<file path="src/shared/scwp_pkg.sv">
// constants for the control write port: word layout, status layout, queue
package scwp_pkg;
    localparam int          WORD_W        = 32;
    localparam int          CNT_W         = 6;
    localparam int          CMD_MSB       = 31;
    localparam int          CMD_LSB       = 30;
    localparam int          ADDR_W        = 30;
    localparam int          BANK_SHIFT    = 20;
    localparam int          BANK_W        = ADDR_W - BANK_SHIFT;
    localparam logic [1:0]  CMD_WRITE     = 2'h0;
    localparam logic [29:0] POLL_ADDR     = 30'h0000000;
    localparam logic [5:0]  LAST_BIT      = 6'h1f;
    localparam int          ST_PHASE_BIT  = 31;
    localparam int          ST_FILL_LSB   = 24;
    localparam int          FILL_W        = 7;
    localparam int          ST_LINK_LSB   = 16;
    localparam int          ST_BOARD_LSB  = 4;
    localparam int          ST_VER_LSB    = 0;
    localparam logic        PHASE_ADDR    = 1'b0;
    localparam logic        PHASE_DATA    = 1'b1;
    localparam int          QUEUE_DEPTH   = 16;
    localparam logic [3:0]  BOARD_ID_DEF  = 4'h1;
    localparam logic [3:0]  VERSION_DEF   = 4'h1;
endpackage

</file>
<file path="src/verilog/scwp_mem.sv">
// small queue memory with registered read data
`timescale 1ns/10ps
module scwp_mem #(
    parameter int WIDTH = 62,
    parameter int DEPTH = 16,
    parameter int AW    = 4
) (
    input  wire logic             mclk_in,
    input  wire logic             wr_en_in,
    input  wire logic [AW-1:0]    wr_addr_in,
    input  wire logic [WIDTH-1:0] wr_data_in,
    input  wire logic             rd_en_in,
    input  wire logic [AW-1:0]    rd_addr_in,
    output logic      [WIDTH-1:0] rd_data_out
);
    logic [WIDTH-1:0] mem_r [DEPTH];

    generate
        if (DEPTH != (1 << AW)) begin : g_bad
            $error("scwp_mem depth must equal 2**AW");
        end
    endgenerate

    // no reset on the array: contents are only read after being written
    always_ff @(posedge mclk_in) begin
        if (wr_en_in) begin
            mem_r[wr_addr_in] <= wr_data_in;
        end
        if (rd_en_in) begin
            rd_data_out <= mem_r[rd_addr_in];
        end
    end
endmodule

</file>
<file path="src/verilog/scwp_top.sv">
// spi slave control write port with command queue and status word
`timescale 1ns/10ps
//
// Function
// - all shifts on the port are framed as 32-bit words.
// - a register write is an address word followed by a data word.
// - first word carries 2-bit command on top and 30-bit byte address.
// - second word is the 32-bit value for the preceding address.
// - status word shifted out in every word, twice per write.
// - command 00 is write; other codes reserved and not queued.
// - address space split into 1 MByte banks by upper address bits.
// - byte addresses, but only whole 32-bit word writes exist.
// - one read-only status word; addressed registers are write-only.
// - received writes are queued, except to address 0 or when full, and handed out in arrival order.
// - status top bit 0 in address phase, 1 in data phase.
// - status field shows commands waiting; zero means all processed.
// - status bits 7-4 board identifier, bits 3-0 version.
module scwp_top
    import scwp_pkg::*;
#(
    parameter int         DEPTH    = QUEUE_DEPTH,
    parameter logic [3:0] BOARD_ID = BOARD_ID_DEF, // arbitrary value
    parameter logic [3:0] VERSION  = VERSION_DEF   // arbitrary value
) (
    input  wire logic                mclk_in,
    input  wire logic                srst_in,
    input  wire logic                sclk_in,
    input  wire logic                cs_n_in,
    input  wire logic                mosi_in,
    output logic                     miso_out,
    output logic                     miso_oe_n_out,
    input  wire logic [7:0]          link_status_in,
    input  wire logic                tx_empty_in,
    input  wire logic                tx_error_in,
    input  wire logic                rx_full_in,
    input  wire logic                rx_empty_in,
    input  wire logic                rx_error_in,
    output logic                     cmd_valid_out,
    input  wire logic                cmd_ready_in,
    output logic [ADDR_W-1:0]        cmd_addr_out,
    output logic [BANK_W-1:0]        cmd_bank_out,
    output logic [BANK_SHIFT-1:0]    cmd_offset_out,
    output logic [WORD_W-1:0]        cmd_data_out
);
    localparam int AW  = $clog2(DEPTH);
    localparam int QW  = ADDR_W + WORD_W;
    localparam logic [FILL_W-1:0] DEPTH_C = FILL_W'(DEPTH);

    generate
        if (DEPTH < 2 || DEPTH > 64 || DEPTH != (1 << AW)) begin : g_bad
            $error("scwp_top depth must be a power of two from 2 to 64");
        end
    endgenerate

    typedef struct packed {
        logic                sclk_m;
        logic                sclk_s;
        logic                sclk_p;
        logic                cs_m;
        logic                cs_s;
        logic                cs_p;
        logic                mosi_m;
        logic                mosi_s;
        logic [CNT_W-1:0]    bit_cnt;
        logic [WORD_W-1:0]   rx_sh;
        logic [WORD_W-1:0]   tx_sh;
        logic                hold;
        logic                phase;
        logic [1:0]          cmd;
        logic [ADDR_W-1:0]   addr;
        logic [AW-1:0]       wptr;
        logic [AW-1:0]       rptr;
        logic [FILL_W-1:0]   count;
        logic                rd_pend;
        logic                out_valid;
        logic [ADDR_W-1:0]   out_addr;
        logic [WORD_W-1:0]   out_data;
        logic                miso;
        logic                miso_oe_n;
    } scwp_state_t;

    scwp_state_t       s_r;
    scwp_state_t       s_nxt;
    logic              rise;
    logic              fall;
    logic              cs_act;
    logic              cs_start;
    logic              word_done;
    logic              push;
    logic              issue;
    logic [WORD_W-1:0] rx_word;
    logic [FILL_W-1:0] fill;
    logic [QW-1:0]     rd_data;

    function automatic logic [WORD_W-1:0] mk_status(
        input logic              ph,
        input logic [FILL_W-1:0] fl
    );
        logic [WORD_W-1:0] w;
        w                                   = '0;
        w[ST_PHASE_BIT]                     = ph;
        w[ST_FILL_LSB +: FILL_W]            = fl;
        w[ST_LINK_LSB +: 8]                 = link_status_in;
        w[13]                               = tx_empty_in;
        w[12]                               = tx_error_in;
        w[10]                               = rx_full_in;
        w[9]                                = rx_empty_in;
        w[8]                                = rx_error_in;
        w[ST_BOARD_LSB +: 4]                = BOARD_ID;
        w[ST_VER_LSB +: 4]                  = VERSION;
        return w;
    endfunction

    function automatic logic [BANK_W-1:0] bank_of(
        input logic [ADDR_W-1:0] a
    );
        return a[ADDR_W-1:BANK_SHIFT];
    endfunction

    scwp_mem #(
        .WIDTH (QW),
        .DEPTH (DEPTH),
        .AW    (AW)
    ) u_queue (
        .mclk_in     (mclk_in),
        .wr_en_in    (push),
        .wr_addr_in  (s_r.wptr),
        .wr_data_in  ({s_r.addr, rx_word}),
        .rd_en_in    (issue),
        .rd_addr_in  (s_r.rptr),
        .rd_data_out (rd_data)
    );

    always_comb begin
        s_nxt     = s_r;
        s_nxt.sclk_m = sclk_in;
        s_nxt.sclk_s = s_r.sclk_m;
        s_nxt.sclk_p = s_r.sclk_s;
        s_nxt.cs_m   = cs_n_in;
        s_nxt.cs_s   = s_r.cs_m;
        s_nxt.cs_p   = s_r.cs_s;
        s_nxt.mosi_m = mosi_in;
        s_nxt.mosi_s = s_r.mosi_m;
        // mode 0: sample on rising sclk, change output on falling sclk
        rise      = s_r.sclk_s & ~s_r.sclk_p;
        fall      = ~s_r.sclk_s & s_r.sclk_p;
        cs_act    = ~s_r.cs_s;
        cs_start  = ~s_r.cs_s & s_r.cs_p;
        word_done = cs_act & rise & (s_r.bit_cnt == LAST_BIT);
        rx_word   = {s_r.rx_sh[WORD_W-2:0], s_r.mosi_s};
        fill      = s_r.count + FILL_W'(s_r.rd_pend)
                    + FILL_W'(s_r.out_valid);
        push      = 1'b0;
        issue     = ~s_r.rd_pend & ~s_r.out_valid & (s_r.count != '0);
        s_nxt.miso_oe_n = ~cs_act;
        if (!cs_act) begin
            // a partial word is dropped, the phase is kept
            s_nxt.bit_cnt = '0;
            s_nxt.hold    = 1'b0;
        end
        if (cs_start) begin
            s_nxt.tx_sh = mk_status(s_r.phase, fill);
            s_nxt.hold  = 1'b0;
        end
        if (cs_act && rise) begin
            s_nxt.rx_sh   = rx_word;
            s_nxt.bit_cnt = s_r.bit_cnt + CNT_W'(1);
        end
        if (word_done) begin
            s_nxt.bit_cnt = '0;
            if (s_r.phase == PHASE_ADDR) begin
                s_nxt.cmd   = rx_word[CMD_MSB:CMD_LSB];
                s_nxt.addr  = rx_word[ADDR_W-1:0];
                s_nxt.phase = PHASE_DATA;
            end else begin
                // poll address and reserved codes refresh status only
                push = (s_r.cmd == CMD_WRITE) && (s_r.addr != POLL_ADDR)
                       && (s_r.count < DEPTH_C);
                s_nxt.phase = PHASE_ADDR;
            end
            // next word carries a fresh snapshot of the status
            s_nxt.tx_sh = mk_status(s_nxt.phase, fill);
            s_nxt.hold  = 1'b1;
        end else if (cs_act && fall) begin
            if (s_r.hold) begin
                s_nxt.hold = 1'b0;
            end else begin
                s_nxt.tx_sh = {s_r.tx_sh[WORD_W-2:0], 1'b0};
            end
        end
        s_nxt.miso = s_nxt.tx_sh[WORD_W-1];
        if (push) begin
            s_nxt.wptr = s_r.wptr + AW'(1);
        end
        if (issue) begin
            s_nxt.rptr    = s_r.rptr + AW'(1);
            s_nxt.rd_pend = 1'b1;
        end
        if (s_r.rd_pend) begin
            s_nxt.rd_pend   = 1'b0;
            s_nxt.out_valid = 1'b1;
            s_nxt.out_addr  = rd_data[QW-1:WORD_W];
            s_nxt.out_data  = rd_data[WORD_W-1:0];
        end
        if (s_r.out_valid && cmd_ready_in) begin
            s_nxt.out_valid = 1'b0;
        end
        s_nxt.count = s_r.count + FILL_W'(push) - FILL_W'(issue);
    end

    always_ff @(posedge mclk_in) begin
        if (srst_in) begin
            s_r           <= '0;
            s_r.sclk_m    <= 1'b0;
            s_r.cs_m      <= 1'b1;
            s_r.cs_s      <= 1'b1;
            s_r.cs_p      <= 1'b1;
            s_r.miso_oe_n <= 1'b1;
        end else begin
            s_r <= s_nxt;
        end
    end

    assign miso_out       = s_r.miso;
    assign miso_oe_n_out  = s_r.miso_oe_n;
    assign cmd_valid_out  = s_r.out_valid;
    assign cmd_addr_out   = s_r.out_addr;
    assign cmd_bank_out   = bank_of(s_r.out_addr);
    assign cmd_offset_out = s_r.out_addr[BANK_SHIFT-1:0];
    assign cmd_data_out   = s_r.out_data;

    a_word_length: assert property (
        @(posedge mclk_in) disable iff (srst_in)
        word_done |=> s_r.bit_cnt == '0 && s_r.hold)
        else $error("word ended at wrong bit count");

    a_pair_return: assert property (
        @(posedge mclk_in) disable iff (srst_in)
        (word_done && s_r.phase == PHASE_DATA) |=> s_r.phase == PHASE_ADDR)
        else $error("phase did not return to address after data word");

    a_addr_no_push: assert property (
        @(posedge mclk_in) disable iff (srst_in)
        push |-> word_done && s_r.phase == PHASE_DATA)
        else $error("queue written outside a data word");

    a_reserved_cmd: assert property (
        @(posedge mclk_in) disable iff (srst_in)
        (word_done && s_r.phase == PHASE_DATA && s_r.cmd != CMD_WRITE)
        |-> !push)
        else $error("reserved command was queued");

    a_fill_field: assert property (
        @(posedge mclk_in) disable iff (srst_in)
        cs_start |=> s_r.tx_sh[30:24] == $past(fill))
        else $error("fill field differs from queued count");

    a_ident_bits: assert property (
        @(posedge mclk_in) disable iff (srst_in)
        word_done |=> s_r.tx_sh[7:0] == {BOARD_ID, VERSION})
        else $error("identity bits wrong in status snapshot");

    a_phase_bit: assert property (
        @(posedge mclk_in) disable iff (srst_in)
        word_done |=> s_r.tx_sh[31] == s_r.phase && s_r.hold)
        else $error("status top bit does not match phase");

    a_pop_latency: assert property (
        @(posedge mclk_in) disable iff (srst_in)
        issue |=> s_r.rd_pend ##1 s_r.out_valid)
        else $error("queued command not presented two cycles after read");

    a_out_hold: assert property (
        @(posedge mclk_in) disable iff (srst_in)
        (s_r.out_valid && !cmd_ready_in) |=>
        s_r.out_valid && $stable(s_r.out_data) && $stable(s_r.out_addr))
        else $error("command output changed while stalled");

    a_snap_stable: assert property (
        @(posedge mclk_in) disable iff (srst_in)
        (cs_act && !rise && !fall && !cs_start) |=> $stable(s_r.tx_sh))
        else $error("status shifter moved without an sclk edge");
endmodule

</file>
<file path="config.mk">
export PLATFORM = sky130hd
export DESIGN_NAME = scwp_top
export DESIGN_NICKNAME = d
export VERILOG_FILES = /design/src/shared/scwp_pkg.sv /design/src/verilog/scwp_mem.sv /design/src/verilog/scwp_top.sv
export SDC_FILE = /design/constraint.sdc
export NUM_CORES = 1
export LEC_CHECK = 0
export BUFFER_PORTS_ARGS = -buffer_cell sky130_fd_sc_hd__buf_2
export CAP_MARGIN = 30
export CELL_PAD_IN_SITES_DETAIL_PLACEMENT = 0
export CELL_PAD_IN_SITES_GLOBAL_PLACEMENT = 1
export CORE_ASPECT_RATIO = 1.5
export CORE_UTILIZATION = 30
export CTS_CLUSTER_DIAMETER = 100
export DETAILED_ROUTE_END_ITERATION = 10
export PLACE_DENSITY_LB_ADDON = 0.1
export SYNTH_ARGS = -nofsm -noshare
export SYNTH_HDL_FRONTEND = slang
export SYNTH_SLANG_ARGS = --single-unit
</file>
<file path="constraint.sdc">
create_clock -name mclk_in -period 11.7 [get_ports mclk_in]
set_input_delay 1.755 -clock mclk_in [delete_from_list [all_inputs] [get_ports mclk_in]]
set_output_delay 1.755 -clock mclk_in [all_outputs]
set_load 0.1 [all_outputs]
</file>
==> flow_summary.toml <==
[die]
io-pin-count = 114
start_util_pct = 30.2
floorplan.die.height_um = 489
die_area_mm2 = 0.160
design.core.area_mm2 = 0.157
placement_rows = 178
die_w_um = 327

[cells_and_area]
drive_above_1_share_pct = 26.7
area_of_combinational_cells_with_multiple_inputs_mm2 = 0.0106
num-nets-final = 2513
layout.cells.non_filler = 4650
final_core_util_pct = 34.5
num-fill-cells = 14700
flow.area_growth_from_synthesis_pct = 14.1
fin_area_mm2 = 0.0541
area.sequential_mm2 = 0.0355

[synth]
synth_most_common_cell = "sky130_fd_sc_hd__edfxtp_1"
ys_top_cells_by_area = "sky130_fd_sc_hd__edfxtp_1 (67%), sky130_fd_sc_hd__mux4_2 (15%), sky130_fd_sc_hd__dfxtp_1 (8.0%)"
synth.top_cells.by_count = "sky130_fd_sc_hd__edfxtp_1 (1,054), sky130_fd_sc_hd__mux4_2 (310), sky130_fd_sc_hd__dfxtp_1 (190)"
syn_inst = 2398
dominantRegCellSynth = "sky130_fd_sc_hd__edfxtp_1"
register_bit_count_reported_by_yosys = 1244
synthDistinctLibCells = 57
syn-cell-area_mm2 = 0.0474
async_set_or_reset_register_ratio_after_synthesis_pct = 0
synth_fp_nets = 2440
ys_seq_area_share_pct = 74.7
avgSynthCellArea_um2 = 19.8
yosysWarningCount = 0
fraction_of_post_synthesis_cell_area_in_the_top_cell_type_by_area_pct = 66.7
edff_count_synth = 1054
netlist.top_cell.by_area = "sky130_fd_sc_hd__edfxtp_1"

[setup_path]
critPathSlowestCell = "sky130_fd_sc_hd__buf_4"
timing.critical_path.cells = "nor4_1 -> and4_1 -> a211oi_4 -> and3_4 -> buf_4"
crit_path_end_kind = "register"
critical_path_class = "register to register"
crit_arrival_ps = 4490
critical-path-top-delay-family = "simple AND/OR/NAND/NOR gates"
critical_path_buffers_and_inverters = 1
worstSetupStartpointType = "register"
crit_required_ps = 12070
worst_path_largest_cell_delay_ps = 850
timing.critical_path.fanout_max = 38

[timing]
final_min_period_over_clock_period_pct = 35.3
max_slew_margin_pct = 22.3
final.setup.worst_slack_ps = 7580
clock_skew_ps = 23.2
timing.hold.ws_ps = 427
setup_tns_ps = 0
slew_viol_final = 0
unrepaired_setup_endpoints_after_global_routing = "false"
timing.final.hold_violations = 0
finalCriticalPeriod_ps = 4120
maximum_clock_frequency_ghz = 0.242
worst-slew-pin-transition_ps = 1170
final-setup-viol-count = 0

[placed_design]
preCtsSetupSlack_ps = 7570
gp_congestion = 0.709
placement.cell_area_mm2 = 0.0498
io_buffer_count = 113
placed_cells_incl_taps = 4405
hpwlAfterDp_um = 68600

[clock_tree]
cts.clk_slew.worst_paths_ps = 60
cts_root_buffer = "sky130_fd_sc_hd__clkbuf_16"
insertion_delay_ps = 770
holdBufCountCts = 0
cts_buffer_depth = 3
cts_tree = "yes"
cts_made_buffers = 132
cts_max_level = 4
post_cts_setup_inserts = 0
tritoncts_num_sinks = 1244
post_cts_resize_count = 0

[power]
p_total_mw = 12.0
max-vdd-ir-drop_mv = 0.130
p_leak_nw = 17.2
total_power_per_unit_cell_area_mw_per_mm2 = 221

[drt]
antenna_left = 0
drcViolationCount = 0
number_of_vias_after_detailed_routing = 22300
vias_per_cell = 4.80
post_drt_wl_per_cell_um = 27.3
drt-total-wl_um = 127000
firstDrtPassIters = 5
drt_first_iter_violations = 1568

[global_routing]
grt_max_degree = 99
globalRoute.totalOverflow = 0
grt_use_total_pct = 16.1
number_of_global_route_vias_before_repair = 24200
wire_length_of_the_first_global_routing_pass_um = 181000
grt_antenna_before_repair = 3

[job]
cap_violations = 0

[status]
outcome = "finished, final reports clean"

[worst_hold_path]
min-delay-path-class = "register to register"
## report_power, final
part	leakage (nW)	total, mW	switching (mW)	internal, mW
sequential	11.4	5.20	0.188	5.01
clock	2.08	4.17	1.76	2.41
combinational	3.75	2.60	1.61	0.990
total	17.2	12.0	3.56	8.42
## cell usage in the layout, fill, tap and decap left out, types with 8 or more instances in the layout
cell	synthesis	routed
sky130_fd_sc_hd__clkinv_1	1	16
sky130_fd_sc_hd__edfxtp_1	1054	1054
sky130_fd_sc_hd__a21oi_1	82	82
sky130_fd_sc_hd__nor4_1	9	9
sky130_fd_sc_hd__inv_1	20	19
sky130_fd_sc_hd__buf_2	11	112
sky130_fd_sc_hd__mux2i_1	65	65
sky130_fd_sc_hd__nor2_1	102	102
sky130_fd_sc_hd__ha_1	21	21
sky130_fd_sc_hd__a211oi_1	15	15
sky130_fd_sc_hd__o21ai_0	18	18
sky130_fd_sc_hd__clkinv_2	0	16
sky130_fd_sc_hd__nand2b_1	8	8
sky130_fd_sc_hd__mux4_2	310	310
sky130_fd_sc_hd__clkbuf_8	0	11
sky130_fd_sc_hd__nand2_1	160	160
sky130_fd_sc_hd__clkbuf_16	0	136
sky130_fd_sc_hd__clkbuf_1	62	40
sky130_fd_sc_hd__nor2b_1	14	13
sky130_fd_sc_hd__and3_4	0	16
sky130_fd_sc_hd__dfxtp_1	190	185
sky130_fd_sc_hd__buf_4	93	36
sky130_fd_sc_hd__or3_1	14	14
sky130_fd_sc_hd__bufinv_16	0	9
## final cells by class
cell class / count / share of cell area [%]
Sequential cell: 1244 / 65.6
Clock buffer: 186 / 6.82
Clock inverter: 56 / 1.07
Tap cell: 2070 / 4.79
Antenna cell: 1 / 0.00463
Multi-Input combinational cell: 915 / 19.7
Inverter: 21 / 0.150
Timing Repair Buffer: 157 / 1.93
## routing by layer
metal	vias to the layer above	share of wire [%]	global-route usage (%)
met5	-	0.010	0
met4	2	2.2	4.52
met3	162	3.1	2.63
met2	407	52	28.5
met1	12100	42	20.1
li1	9653	-	-
## path summary, 6_finish.rpt
path,startpoint,end,slack (ps),depth (start not counted)
min reg2reg,s_nxt[188]$_SDFF_PP1_,s_nxt[0]$_SDFF_PP1_,430,1
min,s_nxt[188]$_SDFF_PP1_,s_nxt[0]$_SDFF_PP1_,430,1
max,s_r[104]$_SDFFE_PP0P_,u_queue.mem_r[11][21]$_DFFE_PP_,7580,5
max reg2reg,s_r[104]$_SDFFE_PP0P_,u_queue.mem_r[11][21]$_DFFE_PP_,7580,5
## sequential cells by signal, summed over array words and instances (netlist names)
register and count:
u_queue.mem_r 992, s_nxt 5, u_queue.rd_data_out 62, miso_oe_n_out 1, s_r 89, cmd_addr_out 30, rx_word 32, cmd_data_out 32
cmd_valid_out 1
## cells by family after synthesis
kind of cell             Yosys count  share of synthesized area [%]
AO/OA/AOI/OAI                    143                           1.81
XOR/XNOR                          14                          0.258
adder cells (fa/ha/maj)           23                          0.638
buffers and inverters            239                           3.02
flip-flops                      1244                           74.7
multiplexers                     378                           16.2
AND/OR/NAND/NOR                  357                           3.38
(Power assumes the default switching activity.)
